===== src/sgrr_consts.svh =====
/*
 * Constants of the serial gain control port: frame layout, reset values,
 * gain and fast-attack tables.
 * Assumes inclusion by the package and the design file only.
 */
`ifndef SGRR_CONSTS_SVH
`define SGRR_CONSTS_SVH

`define SGRR_FRAME_BITS 8
`define SGRR_RW_POS 7
`define SGRR_FA_HI_POS 6
`define SGRR_FA_LO_POS 5
`define SGRR_GAIN_MSB 4
`define SGRR_CTL_RESET 8'h18
`define SGRR_GAIN_DB_RESET 6'h08
`define SGRR_GAIN_MAX_DB 6'h20
`define SGRR_GAIN_MIN_DB 6'h02
`define SGRR_GAIN_FLOOR_CODE 5'h1e
`define SGRR_SEL_SERIAL 2'h1
`define SGRR_FA_STEP0_DB 5'h02
`define SGRR_FA_STEP1_DB 5'h04
`define SGRR_FA_STEP2_DB 5'h08
`define SGRR_FA_STEP3_DB 5'h10

`endif


===== src/sgrr_pkg.sv =====
/*
 * Types of the serial gain control port.
 * Assumes the constants header is in the include path.
 */
package sgrr_pkg;
  `include "sgrr_consts.svh"

  typedef enum logic [2:0] {
    SGRR_IDLE = 3'h1,
    SGRR_WRITE = 3'h2,
    SGRR_READ = 3'h4
  } sgrr_state_t;

  typedef struct packed {
    logic [1:0] cs_sync;
    logic [1:0] sck_sync;
    logic [1:0] din_sync;
    logic [1:0] sdio_sync;
    logic [1:0] sel_hi_sync;
    logic [1:0] sel_lo_sync;
    logic [1:0] fw_sync;
    logic [1:0] fa_sync;
    logic sck_prev;
    logic cs_prev;
    sgrr_state_t state;
    logic [7:0] shift;
    logic [3:0] count;
    logic rd_armed;
    logic [7:0] ctl;
    logic [5:0] gain_db;
    logic [7:0] rd_shift;
    logic rd_first;
    logic dout;
    logic out_en;
  } sgrr_regs_t;
endpackage : sgrr_pkg


===== src/sgrr_port.sv =====
/*
 * Serial control port of a digitally controlled gain amplifier.
 * Assumes chip select, serial clock and data arrive asynchronously and
 * are much slower than mclk_i; the serial clock is sampled, not used.
 */
// Notes on behaviour
// - Gain in dB is 32 minus code; codes 30 and 31 give 2 dB.
// - Read-back exists only while the serial interface is selected.
// - A frame is a read only after a frame with read/write high.
// - Output bit changes on rising serial clock; host samples falling.
// - No continuous read; every read needs its own arming write.
// - Arming frame leaves gain and fast-attack bits unchanged.
// - Write frame: eight bits MSB first, flag, two step bits, gain.
// - Three-wire uses a two-way pin; four-wire separate in and out.
// - Fast-attack pin high adds 2, 4, 8 or 16 dB attenuation.
`include "sgrr_consts.svh"

module sgrr_port
  import sgrr_pkg::*;
(
  input wire logic mclk_i, // 200 MHz clock
  input wire logic rst_i, // Synchronous reset, active high
  input wire logic cs_n_i, // Chip select, active low
  input wire logic sclk_i, // Serial clock
  input wire logic sdi_i, // Four-wire data in
  input wire logic sdio_i, // Three-wire pin level
  output logic sdio_o, // Three-wire pin drive
  output logic sdio_oe_o, // Three-wire pin enable
  output logic sdo_o, // Four-wire data out
  output logic sdo_oe_o, // Four-wire data out enable
  input wire logic four_wire_i, // High selects four-wire wiring
  input wire logic iface_sel_hi_i, // Interface select, high pin
  input wire logic iface_sel_lo_i, // Interface select, low pin
  input wire logic fast_attenuate_pin_i, // Fast attack request
  output logic [4:0] gain_code_o, // Registered gain code
  output logic [1:0] fast_step_o, // Registered fast-attack step
  output logic [5:0] gain_db_o, // Effective gain in dB
  output logic serial_active_o // Serial interface selected
);

  // ==========================================================
  // Helpers
  // ==========================================================
  // Gain in dB for a code; the two top codes both sit at the floor.
  function automatic logic [5:0] code_to_db(input logic [4:0] code);
    if (code >= `SGRR_GAIN_FLOOR_CODE) begin
      return `SGRR_GAIN_MIN_DB;
    end
    return `SGRR_GAIN_MAX_DB - {1'b0, code};
  endfunction : code_to_db

  // Extra attenuation in dB for a fast-attack step selection.
  function automatic logic [4:0] step_db(input logic [1:0] sel);
    unique case (sel)
      2'h0: return `SGRR_FA_STEP0_DB;
      2'h1: return `SGRR_FA_STEP1_DB;
      2'h2: return `SGRR_FA_STEP2_DB;
      2'h3: return `SGRR_FA_STEP3_DB;
    endcase
    return `SGRR_FA_STEP0_DB;
  endfunction : step_db

  sgrr_regs_t q_r;
  sgrr_regs_t q_nxt;

  logic cs_n;
  logic sck;
  logic din;
  logic serial_en;
  logic sck_rise;
  logic frame_start;
  logic frame_end;
  logic [5:0] base_db;
  logic [5:0] atten_db;
  logic [5:0] eff_db;
  logic fw;
  logic fa;

  // ==========================================================
  // Synchronised pins and decode
  // ==========================================================
  assign cs_n = q_r.cs_sync[1];
  assign fw = q_r.fw_sync[1];
  assign fa = q_r.fa_sync[1];
  assign sck = q_r.sck_sync[1];
  assign serial_en = {q_r.sel_hi_sync[1], q_r.sel_lo_sync[1]}
    == `SGRR_SEL_SERIAL;
  assign din = fw ? q_r.din_sync[1] : q_r.sdio_sync[1];
  assign sck_rise = sck && !q_r.sck_prev;
  assign frame_start = q_r.cs_prev && !cs_n;
  assign frame_end = !q_r.cs_prev && cs_n;

  // ==========================================================
  // Next state
  // ==========================================================
  always_comb begin
    q_nxt = q_r;
    q_nxt.cs_sync = {q_r.cs_sync[0], cs_n_i};
    q_nxt.sck_sync = {q_r.sck_sync[0], sclk_i};
    q_nxt.din_sync = {q_r.din_sync[0], sdi_i};
    q_nxt.sdio_sync = {q_r.sdio_sync[0], sdio_i};
    q_nxt.sel_hi_sync = {q_r.sel_hi_sync[0], iface_sel_hi_i};
    q_nxt.sel_lo_sync = {q_r.sel_lo_sync[0], iface_sel_lo_i};
    q_nxt.fw_sync = {q_r.fw_sync[0], four_wire_i};
    q_nxt.fa_sync = {q_r.fa_sync[0], fast_attenuate_pin_i};
    // The effective gain is registered so the output never glitches.
    q_nxt.gain_db = eff_db;
    q_nxt.sck_prev = sck;
    q_nxt.cs_prev = cs_n;

    // Deselecting drops a pending arm, so a stale arm cannot turn the
    // next serial frame into a read.
    if (!serial_en) begin
      q_nxt.state = SGRR_IDLE;
      q_nxt.out_en = 1'b0;
      q_nxt.rd_armed = 1'b0;
    end else begin
      unique case (q_r.state)
        SGRR_IDLE: begin
          if (frame_start) begin
            q_nxt.count = 4'h0;
            if (q_r.rd_armed) begin
              // Current contents are captured at the frame start.
              q_nxt.state = SGRR_READ;
              q_nxt.rd_armed = 1'b0;
              q_nxt.rd_shift = q_r.ctl;
              q_nxt.rd_first = 1'b1;
              q_nxt.out_en = 1'b1;
            end else begin
              q_nxt.state = SGRR_WRITE;
            end
          end
        end
        SGRR_WRITE: begin
          if (frame_end) begin
            q_nxt.state = SGRR_IDLE;
            // A frame with fewer than eight rising edges is dropped whole; edges after the eighth are ignored.
            if (q_r.count == 4'(`SGRR_FRAME_BITS)) begin
              if (q_r.shift[`SGRR_RW_POS]) begin
                q_nxt.rd_armed = 1'b1;
              end else begin
                q_nxt.ctl = {1'b0, q_r.shift[6:0]};
              end
            end
          end else if (sck_rise && q_r.count < 4'(`SGRR_FRAME_BITS)) begin
            q_nxt.shift = {q_r.shift[6:0], din};
            q_nxt.count = q_r.count + 4'h1;
          end
        end
        SGRR_READ: begin
          if (frame_end) begin
            q_nxt.state = SGRR_IDLE;
            q_nxt.out_en = 1'b0;
          end else if (sck_rise) begin
            // First rising edge presents the MSB, later ones shift.
            if (q_r.rd_first) begin
              q_nxt.dout = q_r.rd_shift[7];
              q_nxt.rd_first = 1'b0;
            end else begin
              q_nxt.rd_shift = {q_r.rd_shift[6:0], 1'b0};
              q_nxt.dout = q_r.rd_shift[6];
            end
          end
        end
        default: q_nxt.state = SGRR_IDLE;
      endcase
    end
  end

  // Reset loads the idle pin levels into the edge detectors, so that no
  // false edge follows reset.
  always_ff @(posedge mclk_i) begin
    if (rst_i) begin
      q_r <= '{
        cs_sync: 2'h3,
        sck_sync: 2'h0,
        din_sync: 2'h0,
        sdio_sync: 2'h0,
        sel_hi_sync: 2'h0,
        sel_lo_sync: 2'h0,
        fw_sync: 2'h0,
        fa_sync: 2'h0,
        sck_prev: 1'b0,
        cs_prev: 1'b1,
        state: SGRR_IDLE,
        shift: 8'h00,
        count: 4'h0,
        rd_armed: 1'b0,
        ctl: `SGRR_CTL_RESET,
        gain_db: `SGRR_GAIN_DB_RESET,
        rd_shift: 8'h00,
        rd_first: 1'b0,
        dout: 1'b0,
        out_en: 1'b0
      };
    end else begin
      q_r <= q_nxt;
    end
  end

  // ==========================================================
  // Outputs
  // ==========================================================
  assign base_db = code_to_db(q_r.ctl[`SGRR_GAIN_MSB:0]);
  assign atten_db = fa ?
    {1'b0, step_db(q_r.ctl[`SGRR_FA_HI_POS:`SGRR_FA_LO_POS])} :
    6'h00;
  // Attenuation beyond the base gain clamps at 0 dB instead of wrapping.
  assign eff_db = (base_db > atten_db) ?
    base_db - atten_db : 6'h00;

  assign gain_code_o = q_r.ctl[`SGRR_GAIN_MSB:0];
  assign fast_step_o = q_r.ctl[`SGRR_FA_HI_POS:`SGRR_FA_LO_POS];
  assign gain_db_o = q_r.gain_db;
  assign serial_active_o = serial_en;
  assign sdio_o = q_r.dout;
  // Only the data pin of the strapped wiring mode is ever driven.
  assign sdio_oe_o = q_r.out_en && !fw;
  assign sdo_o = q_r.dout;
  assign sdo_oe_o = q_r.out_en && fw;

endmodule : sgrr_port


===== config.mk =====
export PLATFORM = sky130hd
export DESIGN_NAME = sgrr_port
export DESIGN_NICKNAME = d
export VERILOG_FILES = /design/src/sgrr_pkg.sv /design/src/sgrr_port.sv
export VERILOG_INCLUDE_DIRS = /design/src
export SDC_FILE = /design/constraint.sdc
export NUM_CORES = 1
export LEC_CHECK = 0
export ABC_AREA = 1
export BUFFER_PORTS_ARGS = -buffer_cell sky130_fd_sc_hd__clkbuf_2
export CAP_MARGIN = 20
export CORE_ASPECT_RATIO = 1.75
export CORE_MARGIN = 10
export CORE_UTILIZATION = 62
export DETAILED_ROUTE_END_ITERATION = 12
export GPL_TIMING_DRIVEN = 0
export PLACE_DENSITY_LB_ADDON = 0.3
export SYNTH_ARGS = -nofsm -noshare
export SYNTH_HDL_FRONTEND = slang
export SYNTH_SLANG_ARGS = --single-unit

===== constraint.sdc =====
create_clock -name mclk_i -period 7 [get_ports mclk_i]
set_clock_uncertainty 0.15 [all_clocks]
set_input_delay 0.7 -clock mclk_i [delete_from_list [all_inputs] [get_ports mclk_i]]
set_output_delay 0.7 -clock mclk_i [all_outputs]
set_load 0.02 [all_outputs]

After elaboration in Yosys (flattened, before gate mapping)
Index checks and enable logic that the tools add are counted.

storage, ports and cells
  flip-flop bits (word level) = 58
  input port bits = 10
  output and inout port bits = 18
  logic and storage cells = 109

cells by class
  add/sub/neg operators = 3
  $lt $le $gt $ge = 3
  eq/ne operators = 20
  multiplexer cells = 32
  bitwise gates (word level) = 4
  reductions and logical operators = 26

operators with widths
  kind                                                                count
  9-bit 2-to-1 mux                                                    4
  2-bit inequality test (second input constant)                       11
  10-bit 2-to-1 mux                                                   2
  5-bit one-hot mux with 4 select lines                               1
  9-bit one-hot mux with 2 select lines                               1
  5-bit 2-to-1 mux                                                    3
  5-bit AND reduction                                                 3
  4-bit 2-to-1 mux                                                    3
  6-bit 2-to-1 mux                                                    2
  4-bit AND reduction                                                 3
  5-bit one-hot mux with 2 select lines                               1
  3-bit 2-to-1 mux                                                    3
  1-bit 2-to-1 mux                                                    8
  8-bit 2-to-1 mux                                                    1
  7-bit 2-to-1 mux                                                    1
  7-bit AND reduction                                                 1
  6-bit by 5-bit > comparator with 1-bit output                       1
  1-bit logical AND                                                   6
  3-bit one-hot mux with 2 select lines                               1
  6-bit AND reduction                                                 1
  2-bit OR reduction                                                  3
  6-bit by 5-bit subtractor with 6-bit output                         1
  6-bit by 5-bit subtractor with 6-bit output (first input constant)  1
  5-bit >= comparator (second input constant)                         1
  16 further kinds                                                    25

Longest topological paths before layout
  word-level depth = 8
  mapped depth = 16
  gate-level depth less buffers = 16

Least setup slack after synthesis
OpenSTA, ideal clock, no wires.

  path type = reg-to-reg
  start point = register q_r, in the netlist gain_code_o[0]
  end point = register q_r, in the netlist gain_db_o[5]
  library setup time = 116 ps
  data arrival time = 1,922 ps
  required time = 6,734 ps
  path slack = 4,813 ps
  cell stages (with the launch flop) = 15
  path buffers = 0
  period minus slack after synthesis = 2,187 ps
  path through = dfxtp_1 > inv_1 > ha_1 > inv_1 > nand2_1 > nand4_1 > inv_1 > nor2_1 > ha_1 > inv_1 > fa_1 > a21oi_1 > o21ai_0 > xnor2_1 > nor2_1

on the way
  longest elaborated chain between the ends = 6
  elaborated cells between the ends (all ways) = 8
  classes of those cells = 2 x add/sub; 2 x order compare; 2 x mux; 1 x bitwise; 1 x reduce/logical

ends and longest elaborated chain
  item                                           RTL line          source
  from (decl)                                    sgrr_port.sv:63   sgrr_regs_t q_r;
  from (signal assigned)                         sgrr_port.sv:174  q_r <= '{
  from (signal assigned)                         sgrr_port.sv:197  q_r <= q_nxt;
  5-bit >= comparator (no source line)           -
  1-bit 2-to-1 mux                               sgrr_port.sv:46   if (code >= `SGRR_GAIN_FLOOR_CODE) begin
  6-bit 2-to-1 mux (*)                           sgrr_port.sv:49   return `SGRR_GAIN_MAX_DB - {1'b0, code};
  6-bit by 5-bit > comparator with 1-bit output  sgrr_port.sv:209  assign eff_db = (base_db > atten_db) ?
  1-bit NOT (no source line)                     -
  2-bit OR reduction (no source line)            -

Mark *: on every way between the ends. The rest lies on a longest branch, timed or not.
A chain may end at the register's enable or synchronous reset.

Worst setup path after layout
  start point = register q_r, in the netlist gain_code_o[0]
  end point = register q_r, in the netlist gain_db_o[1]

The elaborated chain is that of the path after synthesis.

==> results by group <==
Setup path
  – Critical path cell sequence: inv_1, ha_1, inv_1, nand2_1, nand4_1, o21ai_0, a21oi_1, ha_1, nand2_1, o21ai_0, nand2_1, nand2_1, nand2_1, nand2_1, nand2_1, nor2_1
  – Crit Path Category: reg2reg
  – Slowest CP cell: dfxtp_1
  – Req. time, crit path: 7.13 ns
  – Crit path DAT: 2.71 ns
  – Top cell by count, worst path: nand2_1
  – Crit-path max FO: 5
  – Crit end category: register
  – Startpoint Class: register
  – Largest stage delay on the critical path: around 0.4 ns

Routing
  – Routed WL: 5550 um
  – WL/cell: 12.0 um
  – Initial DRC Count: between 100 and 150
  – TritonRoute pass-1 iters: 4
  – Vias/cell: 5.10
  – Antenna Nets Post-Route: 0
  – DR vias: 2367
  – DRC: 0

Die
  – Core Area: 0.00419 mm2
  – Die X: 70.0 um
  – Num rows: 31
  – Die ar.: 0.00753 mm2
  – Die Y: 108 um
  – Starting Density: 64.8%
  – IO Count: 28

Clocking
  – Clock sinks: 58
  – Worst skew pair latency: between 0.3 and 0.4 ns
  – Post_cts resized: 0
  – CTS tree: done
  – Clock buffer depth: 2
  – # hold bufs at CTS: 0
  – H-tree depth: 3
  – Clock edge transition at the registers on the reported setup and hold paths: 0.07 ns
  – Post-CTS Setup Inserts: 0
  – Clock root cell: clkbuf_8
  – Cts bufs inserted: 9

STA
  – Tcrit/Tclk final: 36.8%
  – Setup TNS: 0 ns
  – Final setup violation count: 0
  – Worst Tran Pin Value: 0.522 ns
  – Hold_ws: 0.251 ns
  – Final count of pins violating max slew: 0
  – Unrepaired setup endpoints after global routing: no
  – Slew HR: 65.2%
  – Fin crit period: 2.57 ns
  – Highest clock rate: 388 MHz
  – Final hold violation count: 0

Layout
  – P&R area growth vs syn: 15.3%
  – Final Non-Filler Cells: 464
  – N_diodes: 0
  – Final nets: 429
  – Layout cells sized above 1: 18.8%
  – Final core utilization: 74.8%

Power and ir drop
  – Power Internal: 0.000553 W
  – Switching fraction of total power: 21.1%
  – Sequential share of power: roughly 48%
  – Peak supply drop: between 150 and 200 uV
  – Combinational Power Share: 3.5%
  – Total power: 0.000701 W
  – Clk pwr share: 48.3%
  – Lkg Pwr: 1.49 nW
  – Power density cells: 224 mW/mm2
  – Net switching power figure: 0.000148 W

Yosys
  – Post-Syn Area: 0.00272 mm2
  – Synth warnings: 0
  – Top cells by area, synth: dfxtp_1 43%, nor2_1 10%, nand2_1 8.3%, inv_1 7.2%, a21oi_1 4.4%
  – Area leader, netlist: dfxtp_1
  – Synth Register Bits: between 50 and 60
  – Netlist cell types: 31
  – Mean Syn Cell Area: between 7 and 8 um2
  – Gate Count Post-Synth: around 370
  – Synth top area share: 42.7%
  – Net count after synthesis: 391
  – Seq/Total Area, Yosys: approximately 43%

Global route
  – Vias in the first global route: 2285
  – GRT Overall Usage: 15.6%
  – Global-route wire length before repair: about 9500 um
  – Antenna violations before repair: 0
  – Pin count of the biggest net entering global routing: 11
  – GR Overflow Total: 0

Placed design
  – GPL Wtd Cong: 0.914
  – Hpwl dp: about 4300 um
  – Placed instance count: 448
  – Port-buffer cells: 27

Worst hold path
  – HP Class: reg2reg

Status
  – Status: complete, no violations

Flow run
  – Max-cap violation count: 0
-- sequential cells by signal (all words and copies together) (netlist names) --
name	cells
q_r	32
gain_code_o	5
fw	1
cs_n	1
fa	1
q_nxt	9
gain_db_o	6
sdio_o	1
fast_step_o	2
-- cell usage in the layout, fill, tap and decap left out --
cell	netlist	routed
a21boi_0	1	1
a21oi_1	24	24
buf_1	1	1
buf_4	15	15
buf_6	1	1
bufinv_16	0	2
clkbuf_1	3	4
clkbuf_2	0	27
clkbuf_8	0	10
clkinv_2	0	2
clkinvlp_4	0	1
dfxtp_1	58	58
fa_1	1	1
ha_1	8	8
inv_1	52	52
inv_2	3	3
mux2_2	2	2
nand2_1	60	60
nand2_2	2	2
nand3_1	19	19
nand3_2	3	3
nand3b_1	1	1
nand4_1	4	4
nand4_2	1	1
nor2_1	75	75
nor2_2	3	3
nor2_4	2	2
nor3_1	1	1
nor3_4	1	1
nor3b_1	1	1
o211ai_1	2	2
o21ai_0	19	19
o31ai_1	1	1
or2_2	3	3
xnor2_1	3	3
xor2_1	2	2
-- layer usage --
metal	up-vias	GRT usage, %	routed length (um)
met2	50	28.5	2960
met5	-	0	0
met3	15	4.62	238
met4	0	10.3	189
li1	1226	-	-
met1	1076	14.4	2160
-- cells by family after synthesis --
group / Yosys count / share of synthesized area [%]
mux: 2 / 0.829
buf+inv: 75 / 12.7
fa+ha+maj: 9 / 4.42
simple gates: 176 / 28.7
flops: 58 / 42.7
compound gates: 47 / 9.03
xor+xnor: 5 / 1.61
-- Yosys cell counts, drive strengths merged --
library cell and n:
clkbuf 3, dfxtp 58, nor2 80, ha 8, a21boi 1, inv 55, mux2 2, a21oi 24
nand2 62, nor3b 1, buf 17, o21ai 19, nor3 2, nand4 5, xor2 2, o31ai 1
fa 1, nand3 22, o211ai 2, nand3b 1, or2 3, xnor2 3
-- per-stage QoR --
step	cell area (um2)	worst slack, ns
5_1_grt	3130	4.13
3_5_place_dp	2910	4.43
3_3_place_gp	2910	4.54
4_1_cts	3130	4.41
6_report	3130	4.43
2_1_floorplan	2720	4.81
-- path summary, 6_finish.rpt --
| check | slack (ns) | to | cells after the start | from |
|---|---|---|---|---|
| worst max-delay path | 4.43 | gain_db_o[1]$_SDFF_PP0_ | 16 | gain_code_o[0]$_SDFFE_PP0P_ |
| worst min-delay path | 0.25 | q_r[48]$_SDFF_PP0_ | 2 | q_nxt[48]$_SDFF_PP0_ |
| worst min register to register | 0.25 | q_r[48]$_SDFF_PP0_ | 2 | q_nxt[48]$_SDFF_PP0_ |
| worst max register to register | 4.43 | gain_db_o[1]$_SDFF_PP0_ | 16 | gain_code_o[0]$_SDFFE_PP0P_ |
-- area by class of cell --
| cell class | instances | area (um2) |
|---|---|---|
| buffer | 20 | 139 |
| clock buffer | 11 | 141 |
| clock inverter | 5 | 77.6 |
| fill | 334 | 1060 |
| inverter | 55 | 206 |
| multi-input combinational | 239 | 1210 |
| sequential | 58 | 1160 |
| tap | 49 | 61.3 |
| timing repair buffer | 27 | 135 |
-- worst max-delay path, delay by kind of cell, from the launching register on --
| kind | cells | cell delay (ns) |
|---|---|---|
| fa+ha+maj | 2 | 0.41 |
| simple gates | 9 | 0.71 |
| compound gates | 3 | 0.67 |
| flops | 1 | 0.40 |
| buf+inv | 2 | 0.17 |
-- power by group through the flow --
| stage | Sequential [W] | Clock [W] | Combinational, W |
|---|---|---|---|
| floorplan | 0.000344 | 0 | 0.0000171 |
| global placement | 0.000345 | 0 | 0.0000241 |
| detailed placement | 0.000345 | 0 | 0.0000249 |
| CTS | 0.000338 | 0.000345 | 0.0000251 |
| global route | 0.000338 | 0.000357 | 0.0000288 |
| finish | 0.000338 | 0.000338 | 0.0000248 |
No activity file was read; power rests on OpenSTA's default activity.
